--- src/rtl/dpc_pkg.sv ---
/*
  Constants for the pixel correction host port: control and status
  field positions, threshold widths, frame limits, reset values.
  Assumes inclusion before any design file that imports it.
*/
package dpc_pkg;
  // -------------------------------------------------------------------
  // control and status layout
  // -------------------------------------------------------------------
  localparam int CTRL_W = 2;
  localparam int CTRL_ENABLE_BIT = 0;
  localparam int CTRL_DONE_BIT = 1;
  localparam int STAT_W = 8;
  localparam int STAT_EMPTY_BIT = 0;
  localparam int STAT_FULL_BIT = 1;
  localparam int STAT_LOCK_BIT = 7;
  localparam logic [STAT_W-1:0] STAT_RESET = 8'h00;
  // -------------------------------------------------------------------
  // thresholds and frame limits
  // -------------------------------------------------------------------
  localparam int SPATIAL_W = 16;
  localparam int AGE_W = 16;
  localparam int DEF_DATA_W = 8;
  localparam int MAX_COLS = 4096;
  localparam int MAX_ROWS = 4096;
  localparam longint MAX_PIXELS = 64'(MAX_COLS) * 64'(MAX_ROWS);
  localparam int COUNT_W = $clog2(MAX_PIXELS + 1);
  localparam logic [SPATIAL_W-1:0] SPATIAL_RESET = 16'h0000;
  localparam logic [AGE_W-1:0] AGE_RESET = 16'h0000;
  localparam logic CTRL_ENABLE_RESET = 1'b0;
endpackage

--- src/rtl/dpc_frame_counter.sv ---
/*
  Per-frame event counter: counts single-cycle events during a frame,
  publishes the total at the frame boundary and holds it a whole frame.
  Assumes event and boundary pulses come from logic on the same clock.
*/
`timescale 1ns/1ps
`default_nettype none
module dpc_frame_counter #(
  parameter int WIDTH = 25
) (
  input wire logic i_mclk,
  input wire logic i_sys_rst,
  input wire logic i_sclr,
  input wire logic i_event,
  input wire logic i_frame_end,
  output logic [WIDTH-1:0] o_count
);
  localparam logic [WIDTH-1:0] CNT_MAX = {WIDTH{1'b1}};
  localparam logic [WIDTH-1:0] CNT_ZERO = '0;
  localparam logic [WIDTH-1:0] CNT_ONE = {{(WIDTH-1){1'b0}}, 1'b1};

  logic [WIDTH-1:0] run_q;
  logic [WIDTH-1:0] run_d;
  logic [WIDTH-1:0] out_q;
  logic [WIDTH-1:0] out_d;
  logic [WIDTH-1:0] run_inc;

  // -------------------------------------------------------------------
  // running count, saturating
  // -------------------------------------------------------------------
  always_comb begin
    run_inc = run_q;
    if (i_event && run_q != CNT_MAX) begin
      run_inc = run_q + CNT_ONE;
    end
    run_d = run_inc;
    out_d = out_q;
    if (i_sclr) begin
      run_d = CNT_ZERO;
      out_d = CNT_ZERO;
    end else if (i_frame_end) begin
      // boundary-cycle event belongs to the ending frame
      out_d = run_inc;
      run_d = CNT_ZERO;
    end
  end

  always_ff @(posedge i_mclk or posedge i_sys_rst) begin
    if (i_sys_rst) begin
      run_q <= '0;
      out_q <= '0;
    end else begin
      run_q <= run_d;
      out_q <= out_d;
    end
  end

  assign o_count = out_q;
endmodule
`default_nettype wire

--- src/rtl/dpc_host_port.sv ---
/*
  Host parameter and status port of the defective pixel correction
  core, port variant: control, thresholds in; status and per-frame
  counts out. Internal second register stage loads the thresholds on vblank rise with the done bit set; the enable bit is registered every cycle.
  Assumes an outside shadow register bank drives the threshold and
  control ports, and the datapath signals share i_mclk.
*/
`timescale 1ns/1ps
`default_nettype none
module dpc_host_port #(
  parameter int DATA_WIDTH = dpc_pkg::DEF_DATA_W,
  parameter int MAX_COLS = dpc_pkg::MAX_COLS,
  parameter int MAX_ROWS = dpc_pkg::MAX_ROWS,
  parameter int STATUS_WIDTH = dpc_pkg::COUNT_W
) (
  input wire logic i_mclk,
  input wire logic i_sys_rst,
  input wire logic i_sclr,
  input wire logic i_vblank,
  input wire logic [dpc_pkg::CTRL_W-1:0] i_host_control,
  input wire logic [DATA_WIDTH-1:0] i_temporal_thresh,
  input wire logic [dpc_pkg::SPATIAL_W-1:0] i_spatial_thresh,
  input wire logic [dpc_pkg::AGE_W-1:0] i_age_thresh,
  input wire logic i_fifo_empty,
  input wire logic i_fifo_full,
  input wire logic i_timing_locked,
  input wire logic i_cand_stored,
  input wire logic i_pixel_replaced,
  output logic o_corr_enable,
  output logic [DATA_WIDTH-1:0] o_work_temporal,
  output logic [dpc_pkg::SPATIAL_W-1:0] o_work_spatial,
  output logic [dpc_pkg::AGE_W-1:0] o_work_age,
  output logic o_frame_start,
  output logic [dpc_pkg::STAT_W-1:0] o_core_status_flags,
  output logic [STATUS_WIDTH-1:0] o_num_candidates,
  output logic [STATUS_WIDTH-1:0] o_num_defective
);
  import dpc_pkg::*;

  localparam logic [DATA_WIDTH-1:0] TEMPORAL_RESET = '0;

  // -------------------------------------------------------------------
  // state
  // -------------------------------------------------------------------
  logic vblank_q;
  logic vblank_d;
  logic vblank_rise;
  logic enable_q;
  logic enable_d;
  logic [DATA_WIDTH-1:0] temporal_q;
  logic [DATA_WIDTH-1:0] temporal_d;
  logic [SPATIAL_W-1:0] spatial_q;
  logic [SPATIAL_W-1:0] spatial_d;
  logic [AGE_W-1:0] age_q;
  logic [AGE_W-1:0] age_d;
  logic [STAT_W-1:0] status_q;
  logic [STAT_W-1:0] status_d;
  logic start_q;
  logic start_d;

  assign vblank_rise = i_vblank && !vblank_q;

  // -------------------------------------------------------------------
  // control and working thresholds
  // -------------------------------------------------------------------
  always_comb begin
    vblank_d = i_vblank;
    enable_d = i_host_control[CTRL_ENABLE_BIT];
    temporal_d = temporal_q;
    spatial_d = spatial_q;
    age_d = age_q;
    start_d = vblank_rise;
    if (i_sclr) begin
      vblank_d = 1'b0;
      enable_d = CTRL_ENABLE_RESET;
      temporal_d = TEMPORAL_RESET;
      spatial_d = SPATIAL_RESET;
      age_d = AGE_RESET;
      start_d = 1'b0;
    end else if (vblank_rise && i_host_control[CTRL_DONE_BIT]) begin
      // copy only a finished shadow update, never a half-written one
      temporal_d = i_temporal_thresh;
      spatial_d = i_spatial_thresh;
      age_d = i_age_thresh;
    end
    // done bit low: previous working values carry into next frame
  end

  always_ff @(posedge i_mclk or posedge i_sys_rst) begin
    if (i_sys_rst) begin
      vblank_q <= 1'b0;
      enable_q <= CTRL_ENABLE_RESET;
      temporal_q <= TEMPORAL_RESET;
      spatial_q <= SPATIAL_RESET;
      age_q <= AGE_RESET;
      start_q <= 1'b0;
    end else begin
      vblank_q <= vblank_d;
      enable_q <= enable_d;
      temporal_q <= temporal_d;
      spatial_q <= spatial_d;
      age_q <= age_d;
      start_q <= start_d;
    end
  end

  // -------------------------------------------------------------------
  // status flags
  // -------------------------------------------------------------------
  always_comb begin
    status_d = STAT_RESET;
    status_d[STAT_EMPTY_BIT] = i_fifo_empty;
    status_d[STAT_FULL_BIT] = i_fifo_full;
    status_d[STAT_LOCK_BIT] = i_timing_locked;
    if (i_sclr) begin
      status_d = STAT_RESET;
    end
  end

  always_ff @(posedge i_mclk or posedge i_sys_rst) begin
    if (i_sys_rst) begin
      status_q <= STAT_RESET;
    end else begin
      status_q <= status_d;
    end
  end

  // -------------------------------------------------------------------
  // per-frame counts
  // -------------------------------------------------------------------
  dpc_frame_counter #(
    .WIDTH(STATUS_WIDTH)
  ) u_cand_count (
    .i_mclk(i_mclk),
    .i_sys_rst(i_sys_rst),
    .i_sclr(i_sclr),
    .i_event(i_cand_stored),
    .i_frame_end(vblank_rise),
    .o_count(o_num_candidates)
  );

  dpc_frame_counter #(
    .WIDTH(STATUS_WIDTH)
  ) u_defect_count (
    .i_mclk(i_mclk),
    .i_sys_rst(i_sys_rst),
    .i_sclr(i_sclr),
    .i_event(i_pixel_replaced),
    .i_frame_end(vblank_rise),
    .o_count(o_num_defective)
  );

  assign o_corr_enable = enable_q;
  assign o_work_temporal = temporal_q;
  assign o_work_spatial = spatial_q;
  assign o_work_age = age_q;
  assign o_frame_start = start_q;
  assign o_core_status_flags = status_q;
endmodule
`default_nettype wire

--- config.mk ---
export PLATFORM = sky130hd
export DESIGN_NAME = dpc_host_port
export DESIGN_NICKNAME = d
export VERILOG_FILES = /design/src/rtl/dpc_pkg.sv /design/src/rtl/dpc_frame_counter.sv /design/src/rtl/dpc_host_port.sv
export SDC_FILE = /design/constraint.sdc
export NUM_CORES = 1
export LEC_CHECK = 0
export BUFFER_PORTS_ARGS = -buffer_cell sky130_fd_sc_hd__buf_2
export CAP_MARGIN = 25
export CORE_UTILIZATION = 30
export DETAILED_ROUTE_END_ITERATION = 16
export PLACE_DENSITY = 0.55
export SLEW_MARGIN = 20
export SYNTH_ARGS = -nofsm -noshare
export SYNTH_HDL_FRONTEND = slang
export SYNTH_HIERARCHICAL = 1
export SYNTH_SLANG_ARGS = --single-unit
--- constraint.sdc ---
create_clock -name i_mclk -period 1.84 [get_ports i_mclk]
set_input_delay 0.276 -clock i_mclk [delete_from_list [all_inputs] [get_ports i_mclk]]
set_output_delay 0.276 -clock i_mclk [all_outputs]
set_load 0.005 [all_outputs]
# ---- Yosys cells after proc, flatten, opt, wreduce, memory -nomap -nowiden
# Index checks and enable logic that the tools add are counted.
dict set report op_classes {
  addsub 2
  n_eq_ne 2
  mux 20
  n_reduce_logical 7
}
# op count
set op_table {}
lappend op_table {{25-bit two-way mux} 10}
lappend op_table {{16-bit two-way mux} 4}
lappend op_table {{25-bit by 1-bit adder with 25-bit output (second input constant)} 2}
lappend op_table {{25-bit != test (second input constant)} 2}
lappend op_table {{8-bit two-way mux} 3}
lappend op_table {{1-bit logical AND} 4}
lappend op_table {{2-bit nonzero test} 2}
lappend op_table {{1-bit two-way mux} 3}
lappend op_table {{1-bit logical NOT} 1}
dict set report totals {
  reg_bits 151
  in_bits 51
}

# ---- Logic depth before layout (Yosys ltp)
# Gate-level depths: netlist (run 1).
dict set report logic_depth {
  ltp_word 5
  ltp_mapped 7
}

# ---- Hierarchy
# Netlist (run 1), hierarchy kept.
# mod instances cells_each area_each_um2 seq_area_each_um2
set modules_own_cells {}
lappend modules_own_cells {dpc_frame_counter 2 236 2359.8 1251.2}
lappend modules_own_cells {dpc_host_port 1 195 2282.2 1151.1}

# ---- Worst setup path after synthesis (run 1)
# No wires, ideal clock.
dict set report synth_timing {
  path_type {register to register}
  from {reg u_cand_count.run_q[0]}
  to {reg u_cand_count.out_q[13] (netlist: u_cand_count/o_count[13])}
  arrival_ps 1830
  slack_ps -89
  stages_incl_launch_ff 8
  path_buffers 1
  cell_sequence {dfrtp_1 ha_1 and3_1 and4_4 buf_6 a21o_1 or3_1 a311oi_1}
}
dict set report synth_between {
  elab_chain_len 5
  elab_cells_between_ends 6
}
# item line
set synth_lines {}
lappend synth_lines {{start: declaration} dpc_frame_counter.sv:22} ;# logic [WIDTH-1:0] run_q;
lappend synth_lines {{start signal: assignment} dpc_frame_counter.sv:53} ;# run_q <= run_d;
lappend synth_lines {{branches (longest 2 deep; another with 25-bit by 1-bit adder with 25-bit output)} -}
lappend synth_lines {{25-bit two-way mux (*)} dpc_frame_counter.sv:33} ;# if (i_event && run_q != CNT_MAX) begin
lappend synth_lines {{25-bit two-way mux (*)} dpc_frame_counter.sv:41} ;# end else if (i_frame_end) begin
lappend synth_lines {{25-bit two-way mux (*)} dpc_frame_counter.sv:38} ;# if (i_sclr) begin
lappend synth_lines {{end signal: assignment} dpc_frame_counter.sv:54} ;# out_q <= out_d;
lappend synth_lines {{end: declaration} dpc_frame_counter.sv:24} ;# logic [WIDTH-1:0] out_q;
# Every way passes the cells marked *. The select of a mux whose other input is x is not followed.
# A chain may end at the register's enable or synchronous reset.

# ---- Worst setup path in the final report (run 1)
dict set report layout_timing {
  from {reg u_defect_count.run_q[1]}
  to {reg u_defect_count.out_q[13] (netlist: u_defect_count/o_count[13])}
}
dict set report layout_between {
  elab_chain_len 5
  elab_cells_between_ends 6
}
# item line
set layout_lines {}
lappend layout_lines {{start: declaration} dpc_frame_counter.sv:22}
lappend layout_lines {{start signal: assignment} dpc_frame_counter.sv:53}
lappend layout_lines {{branches (longest 2 deep; another with 25-bit by 1-bit adder with 25-bit output)} -}
lappend layout_lines {{25-bit two-way mux (*)} dpc_frame_counter.sv:33}
lappend layout_lines {{25-bit two-way mux (*)} dpc_frame_counter.sv:41}
lappend layout_lines {{25-bit two-way mux (*)} dpc_frame_counter.sv:38}
lappend layout_lines {{end signal: assignment} dpc_frame_counter.sv:54}
lappend layout_lines {{end: declaration} dpc_frame_counter.sv:24}
# Marks and branches as above.

==> results of run 1 <==
-- area by class of cell --
class                   count  area (sq um)  area share (%)
flip-flops and latches    146          3650            38.8
multi-input cells         465          3300            35.0
repair buffers            231          1460            15.4
clock buffers              19           443            4.70
well taps                 313           392            4.15
clock inverters            13           149            1.58
inverters                   9          33.8           0.358
-- worst register-to-register path: stages, from the launching register on --
cell and delay [ps]:
dfrtp_1 380, ha_2 210, and3_4 160, and4_4 170, a21o_1 200, or3_4 380
a311oi_2 230
-- layer usage --
layer,GRT usage (%),up-vias,part of all wire [%]
met5,0,-,0
met4,5.09,0,1.0
met3,4.20,13,5.1
met2,22.5,130,44
met1,20.7,2627,50
li1,-,2707,-
-- worst max-delay path by stage --
stage                                             to  depth (start not counted)
after floorplan             u_cand_count/o_count[13]                          7
after global placement    u_defect_count/o_count[19]                          7
after detailed placement    u_cand_count/o_count[17]                          5
after CTS                    u_cand_count/o_count[2]                          6
after global routing        u_cand_count/o_count[14]                          7
final                     u_defect_count/o_count[13]                          6
-- synth_stat cells, types with 3 or more instances --
library cell,n
a2111oi_1,4
a211oi_1,54
a21oi_1,20
a311oi_1,4
and2_1,6
and3_1,6
and4_1,6
buf_1,4
buf_12,4
buf_2,3
buf_4,8
buf_6,5
clkbuf_1,27
dfrtp_1,146
inv_1,9
mux2i_1,42
nand2_1,18
nand2b_1,80
nand3_1,12
nand4_1,24
nor2_1,100
nor2b_1,6
nor4_1,4
or3_1,4
xnor2_1,30
xor2_1,12
-- flip-flops by register name (all words and copies together) (netlist names) --
signal	flops
o_frame_start	1
o_corr_enable	1
u_defect_count/run_q	25
u_defect_count/o_count	25
o_work_temporal	8
u_cand_count/o_count	25
o_work_spatial	16
u_cand_count/run_q	25
o_core_status_flags	3
vblank_q	1
o_work_age	16
-- per-stage QoR --
stage / instances / total power (W)
2_1_floorplan: 671 / 0.00383
3_3_place_gp: 1152 / 0.00411
3_5_place_dp: 1152 / 0.00412
4_1_cts: 1186 / 0.00766
5_1_grt: 1196 / 0.00790
6_report: 1196 / 0.00756
-- placed cells by master (no fill, tap or decap), types with 18 or more instances in the layout --
| master | Yosys | routed |
|---|---|---|
| nand2b_1 | 80 | 80 |
| xnor2_1 | 30 | 28 |
| dfrtp_1 | 146 | 145 |
| buf_2 | 3 | 144 |
| nor2_1 | 100 | 100 |
| buf_4 | 8 | 79 |
| a211oi_1 | 54 | 38 |
| mux2i_1 | 42 | 41 |
| nand4_1 | 24 | 24 |
| a21oi_1 | 20 | 18 |
-- cells by family (layout without fill, tap and decap cells) --
group	count (synthesis)	in the layout	share of synthesized area, %
AOI/OAI and AO/OA	94	94	9.61
buffers and inverters	60	272	5.16
and+or+nand+nor	280	280	21.4
adders and majority gates	2	2	0.357
other	1	5	0.0536
muxes	42	42	6.00
xor gates and xnor gates	42	42	5.25
DFF	146	146	52.2
-- power by group --
| part | switching (W) | total (W) | internal (W) | leakage [nW] |
|---|---|---|---|---|
| registers | 0.0000608 | 0.00339 | 0.00333 | 1.99 |
| clock network | 0.00144 | 0.00349 | 0.00205 | 0.281 |
| logic | 0.000382 | 0.000679 | 0.000297 | 2.06 |
| total | 0.00188 | 0.00756 | 0.00568 | 4.33 |
-- repair_timing --
item	in CTS	in global routing
setup endpoints to repair	9	55
hold buffers	1	0
buffers inserted	1	10
pin swaps	3	30
cloned	0	0
gates resized for setup	7	51
hold endpoints to repair	73	0
==> impl_metrics.tcl, run 1 <==
set metrics [dict create \
    start_util_pct 30.7 \
    io_pins 151 \
    critPathMaxFanout 6 \
    synthCells 667 \
    finalHoldViolCount 0 \
    drc 0 \
    synth_top_area_share_pct 52.2 \
    min_period_ps 1830 \
    synth_area_leader_cell "dfrtp_1" \
    fp.dieH_um 155 \
    critPathMaxStageDelay_ps 380 \
    yosys-top-cells-area "dfrtp_1, nand2b_1, mux2i_1" \
    min_from "i_host_control[0]" \
    p_per_area_nw_per_um2 802 \
    placement.io_buffers 145 \
    cts_made_buffers 17 \
    final_core_util_pct 41.4 \
    drt-total-wl_um 17800 \
    synth_seq_cells 146 \
    grt_pass1_vias 5313 \
    reg2reg_slack_ps 9 \
    slew_headroom_pct 65.7 \
    fin_worst_skew_ps 18.0 \
    synthDistinctLibCells 42 \
    max_freq_mhz 546 \
    drt_first_pass_iters 4 \
    crit_path_end_kind "flop" \
    viasPerCell 4.58 \
    globalplace.congestion 0.807 \
    reg2reg_to "u_defect_count/o_count[13]" \
    pre_cts_ws_ps -90.8 \
    worst_pin_slew_ps 514 \
    hold_end "o_corr_enable" \
    dpl.hpwl_um 12600 \
    rows 55 \
    synth_edf_count 0 \
    critPathKind "reg2reg" \
    crit_buf_inv 0 \
    drtIter0Drc 203 \
    vias 5477 \
    cts_sinks 146 \
    dpl_cell_area_sq_um 8430 \
    reg2reg_depth 6 \
    required_ps 2170 \
    hp-class "in2reg" \
    crit_arrival_ps 2160 \
    fin_area_sq_um 9430 \
    critPathTopFamily "simple AND/OR/NAND/NOR gates" \
    crit_start "u_defect_count/run_q[1]" \
    setup_ws_ps 9.48 \
    fillers 2285 \
    cts_max_level 4 \
    layout-drive-gt1-share_pct 37.4 \
    syn_area_per_cell_sq_um 10.5 \
    nets 923 \
    irDropWorstVdd_mv 0.456 \
    seq_area_frac_synth_pct 52.2 \
    drtAntennaViolNets 0 \
    wl_per_cell_um 14.9 \
    status "completed" \
    crit_path_start_kind "flop" \
    maxCapViolCount 0 \
    holdWs_ps 82.4 \
    syn_area_sq_um 7000 \
    clk_path_buf_depth 2 \
    synth_ff_type "dfrtp_1" \
    antennaDiodeCount 0 \
    finalCritPeriodShare_pct 99.5 \
    grtUsageTotal_pct 15.0 \
    insertion_delay_ps 430 \
    yosysWarningCount 6 \
    fin_tns_setup_ps 0 \
    syn_to_final_growth_pct 34.7 \
    rsz0062_at_grt "yes" \
    slowest_stage "dfrtp_1" \
    finalSetupViolations 0 \
    grt_max_degree 55 \
    grt_pass1_wl_um 28200 \
    die_area_sq_um 24000 \
    r2r-start "u_defect_count/run_q[1]" \
    hold_depth 2 \
    overflow 0 \
    path_cells "ha_2, and3_4, and4_4, a21o_1, or3_4, a311oi_2" \
    cts_tree "done" \
    core-area_sq_um 22800 \
    synthArstFlopShare_pct 100 \
    die_w_um 155 \
    drv_slew 0 \
    leakage_nw 4.33 \
    clk_pin_slew_ps 70 \
    grt_antenna_before_repair 0 \
    cts-root-buf "clkbuf_16" \
]
No activity file was read; power rests on OpenSTA's default activity.
==> run 2, diff against run 1 <==
- CELL_PAD_IN_SITES_DETAIL_PLACEMENT: not set -> 2
- CELL_PAD_IN_SITES_GLOBAL_PLACEMENT: not set -> 2
- PLACE_DENSITY: 0.55 -> 0.75
- clock period: 1.84 -> 2.3 ns (I/O delays scaled with it)
==> run 2 against run 1 <==
- final cell count decreased by 5.6%
- clock skew decreased by 7.7 ps
- first-iteration DRC count decreased by 10%
- global-route usage increased by 2.6 points
- largest power group unchanged
- critical path type unchanged
==> impl_metrics.tcl, run 2 (synthesis results as in run 1) <==
set metrics [dict create \
    status "completed" \
    postCtsHoldBufs 1 \
    rows 55 \
    grt_antenna_before_repair 0 \
    rsz0062_at_grt "no" \
    die_area_sq_um 24000 \
    grt_max_degree 71 \
    layout-drive-gt1-share_pct 25.6 \
    fin_worst_skew_ps 10.3 \
    regArea_sq_um 3650 \
    critPathKind "reg2reg" \
    cts-root-buf "clkbuf_16" \
    required_ps 2620 \
    io_pins 151 \
    wl_per_cell_um 17.8 \
    dr.max_layer_used "met4" \
    syn_to_final_growth_pct 22.4 \
    crit_arrival_ps 2460 \
    cts_made_buffers 17 \
    cts_max_level 4 \
    placement.io_buffers 145 \
    critPathMaxFanout 6 \
    irDropWorstVdd_mv 0.394 \
    antennaDiodeCount 0 \
    cts_sinks 146 \
    most-common-layout-cells "dfrtp_1, buf_2, nor2_1" \
    drtAntennaViolNets 0 \
    fin_tns_setup_ps 0 \
    drtIter0Drc 182 \
    min_period_ps 2140 \
    fillers 2469 \
    globalplace.congestion 0.728 \
    max_freq_mhz 468 \
    post_cts_resized 0 \
    final_common_cell "dfrtp_1" \
    fp.dieH_um 155 \
    multiInputGateArea_sq_um 3000 \
    grtUsageTotal_pct 17.6 \
    viasPerCell 4.84 \
    clk_pin_slew_ps 70 \
    maxCapViolCount 0 \
    finalHoldViolCount 0 \
    cts_setup_buffers 0 \
    hp-class "in2reg" \
    finalCritPeriodShare_pct 93.0 \
    die_w_um 155 \
    core-area_sq_um 22800 \
    drt_first_pass_iters 4 \
    crit_path_start_kind "flop" \
    crit_path_end_kind "flop" \
    dpl.hpwl_um 14400 \
    finalSetupViolations 0 \
    clk_path_buf_depth 2 \
    leakage_nw 3.91 \
    cts_tree "done" \
    vias 5461 \
    wl_met3_um 746 \
    wl_met1_um 9760 \
    drv_slew 0 \
    drt-total-wl_um 20100 \
    slew_headroom_pct 61.4 \
    worst_pin_slew_ps 577 \
    route.met2.wl_um 9360 \
    insertion_delay_ps 420 \
    drc 0 \
    p_per_area_nw_per_um2 697 \
    grt_pass1_wl_um 32800 \
    final_core_util_pct 37.6 \
    overflow 0 \
    start_util_pct 30.7 \
    grt_pass1_vias 5860 \
    nets 857 \
]
==> run 2: changes by cell type in the layout (fill, tap and decap cells not counted), moves of 3 or more <==
cell       previous run  this run
a2111oi_1             0         4
a211oi_1             38        54
a211oi_2             16         0
and2_1                3         6
and3_1                2         6
buf_12                6         3
buf_4                79        17
clkinv_2              1         5
nand2_1              15        18
nand2_2               3         0
nor4_1                0         4
or3_1                 1         4
or3_4                 3         0
==> run 2: per-layer routing <==
layer	up-vias	track usage, %
met5	-	0
met4	0	5.56
met3	16	3.36
met2	125	27.9
met1	2754	24.1
li1	2566	-
==> run 2: stage by stage <==
step	setup slack [ps]	cells	hold slack (ps)	power, W	cell area [sq um]
final	161	1129	152	0.00597	8570
after global placement	315	1097	429	0.00328	7990
after detailed placement	207	1097	428	0.00330	7990
after floorplan	371	671	478	0.00306	7020
after CTS	171	1129	134	0.00609	8570
after global routing	3.36	1129	160	0.00626	8570
==> run 2: worst paths after layout <==
kind	depth (start not counted)	endpoint	startpoint	slack (ps)
min in group asynchronous	3	o_work_spatial[1]	i_sys_rst	570
min	2	o_core_status_flags[7]	i_timing_locked	150
max reg2reg	5	u_defect_count/o_count[21]	u_defect_count/run_q[15]	160
max in group asynchronous	4	u_defect_count/run_q[21]	i_sys_rst	1130
max	5	u_defect_count/o_count[21]	u_defect_count/run_q[15]	160
min reg2reg	2	u_cand_count/run_q[24]	u_cand_count/run_q[24]	540
==> run 2: final cells by class <==
type,count,share of cell area (%)
clock buffers,18,5.01
multi-input cells,465,35.1
well taps,313,4.57
inverters,9,0.394
repair buffers,165,10.7
flip-flops and latches,146,42.6
clock inverters,13,1.59
==> run 2: report_power, final <==
group | internal, W | switching (W)
logic | 0.000218 | 0.000300
clock network | 0.00159 | 0.00114
registers | 0.00266 | 0.0000542
==> run 2: critical path, stage by stage, from the launching register on <==
cell	delay, ps
dfrtp_1	430
nand4_1	340
nor4_1	570
o211ai_1	260
xor2_1	220
a211oi_1	240
==> run 3, diff against run 2 <==
- CORE_ASPECT_RATIO: not set -> 1.4
==> run 3 against run 2 <==
- fmax is 0.65% higher
- largest cell class unchanged
- highest routed layer unchanged
- hold slack got worse by 15 ps
- first-iteration DRC count up 23%
==> impl_metrics.tcl, run 3 (synthesis results as in run 1) <==
set metrics [dict create \
    status "completed" \
    grt_max_degree 70 \
    drtIter0Drc 223 \
    cts_max_level 4 \
    drv_slew 0 \
    vias 5411 \
    p_per_area_nw_per_um2 712 \
    finalSetupViolations 0 \
    crit_buf_inv 0 \
    clk_path_buf_depth 2 \
    fp.dieH_um 183 \
    required_ps 2630 \
    viasPerCell 4.86 \
    critPathMaxFanout 11 \
    grt_antenna_before_repair 0 \
    critPathMaxStageDelay_ps 490 \
    cts_setup_buffers 0 \
    grtUsageTotal_pct 17.4 \
    globalplace.congestion 0.788 \
    critPathKind "reg2reg" \
    path_cells "nand4_1, nor3_4, a21oi_1, a31o_2, a311oi_1" \
    crit_path_end_kind "flop" \
    worst_pin_slew_ps 650 \
    slew_headroom_pct 56.6 \
    die_area_sq_um 24000 \
    grt_pass1_wl_um 32700 \
    min_period_ps 2130 \
    setup_ws_ps 175 \
    total_power_w 0.00612 \
    drt_first_pass_iters 4 \
    cts_sinks 146 \
    final_core_util_pct 37.9 \
    drtAntennaViolNets 0 \
    clk_pin_slew_ps 60 \
    nets 853 \
    crit_path_start_kind "flop" \
    overflow 0 \
    pre_cts_ws_ps 191 \
    finalHoldViolCount 0 \
    most-common-layout-cells "dfrtp_1, buf_2, nor2_1" \
    max_freq_mhz 471 \
    cts_tree "done" \
    rsz0062_at_grt "no" \
    start_util_pct 30.9 \
    wl_per_cell_um 17.9 \
    leakage_nw 3.91 \
    dpl_cell_area_sq_um 7970 \
    die_w_um 131 \
    final_common_cell "dfrtp_1" \
    syn_to_final_growth_pct 22.7 \
    layout-drive-gt1-share_pct 25.6 \
    core-area_sq_um 22700 \
    drc 0 \
    placement.io_buffers 145 \
    fin_tns_setup_ps 0 \
    slowest_stage "nor3_4" \
    drt-total-wl_um 20000 \
    critPathTopFamily "simple AND/OR/NAND/NOR gates" \
    cts_made_buffers 17 \
    cts-root-buf "clkbuf_16" \
    hp-class "in2reg" \
    dpl.hpwl_um 14000 \
    irDropWorstVdd_mv 0.514 \
    maxCapViolCount 0 \
    grt_pass1_vias 6084 \
    insertion_delay_ps 430 \
    fin_area_sq_um 8590 \
    io_pins 151 \
    antennaDiodeCount 0 \
    finalCritPeriodShare_pct 92.4 \
    crit_arrival_ps 2450 \
    fin_worst_skew_ps 9.21 \
    rows 65 \
]
run 3: cell types whose count changed in the layout (fill, tap and decap cells not counted), sizes merged:
cell,change
clkinv,-2
bufinv,+1
inv,-1
buf,-4
clkbuf,+1
clkinvlp,+2
run 3: cell type report:
cell class	count	area, sq um
inverters	9	33.8
clock inverters	13	159
multi-input cells	465	3010
well taps	301	377
clock buffers	19	453
fillers	2454	14100
flip-flops and latches	146	3650
repair buffers	161	913
run 3: path summary, 6_finish.rpt:
kind,cells past startpoint,endpoint,from,slack (ps)
worst min register to register,2,u_defect_count/run_q[24],u_defect_count/run_q[24],530
max in group asynchronous,4,u_cand_count/run_q[2],i_sys_rst,1150
worst max register to register,5,u_defect_count/o_count[6],u_defect_count/run_q[15],170
worst min-delay path,2,o_core_status_flags[7],i_timing_locked,140
worst max-delay path,5,u_defect_count/o_count[6],u_defect_count/run_q[15],170
min in group asynchronous,3,o_work_spatial[3],i_sys_rst,500
run 3: routing by layer:
metal  wire length, um  part of all wire [%]  global-route usage, %  vias up
met3               593                   3.0                   3.29       24
met5                 0                     0                      0        -
li1                  -                     -                      -     2555
met2             11000                    55                   33.2       89
met1              7970                    40                   18.8     2743
met4               385                   1.9                   6.87        0
run 3: report_power, final:
group	leakage (nW)	internal [W]	total, W	switching (W)
Sequential	1.99	0.00266	0.00271	0.0000514
Clock	0.295	0.00176	0.00289	0.00113
Combinational	1.62	0.000219	0.000518	0.000299
run 3: stage by stage:
| step | std cells | hold WS (ps) |
|---|---|---|
| after CTS | 1114 | 122 |
| after detailed placement | 1081 | 426 |
| after global routing | 1114 | 131 |
| after global placement | 1081 | 432 |
| after floorplan | 671 | 478 |
| final | 1114 | 136 |
run 3: repair_timing:
item | CTS | global route
hold buffers | 1 | 0
endpoints found under the setup margin | 0 | 1
hold endpoints to repair | 16 | 0
gates resized for setup | 0 | 1
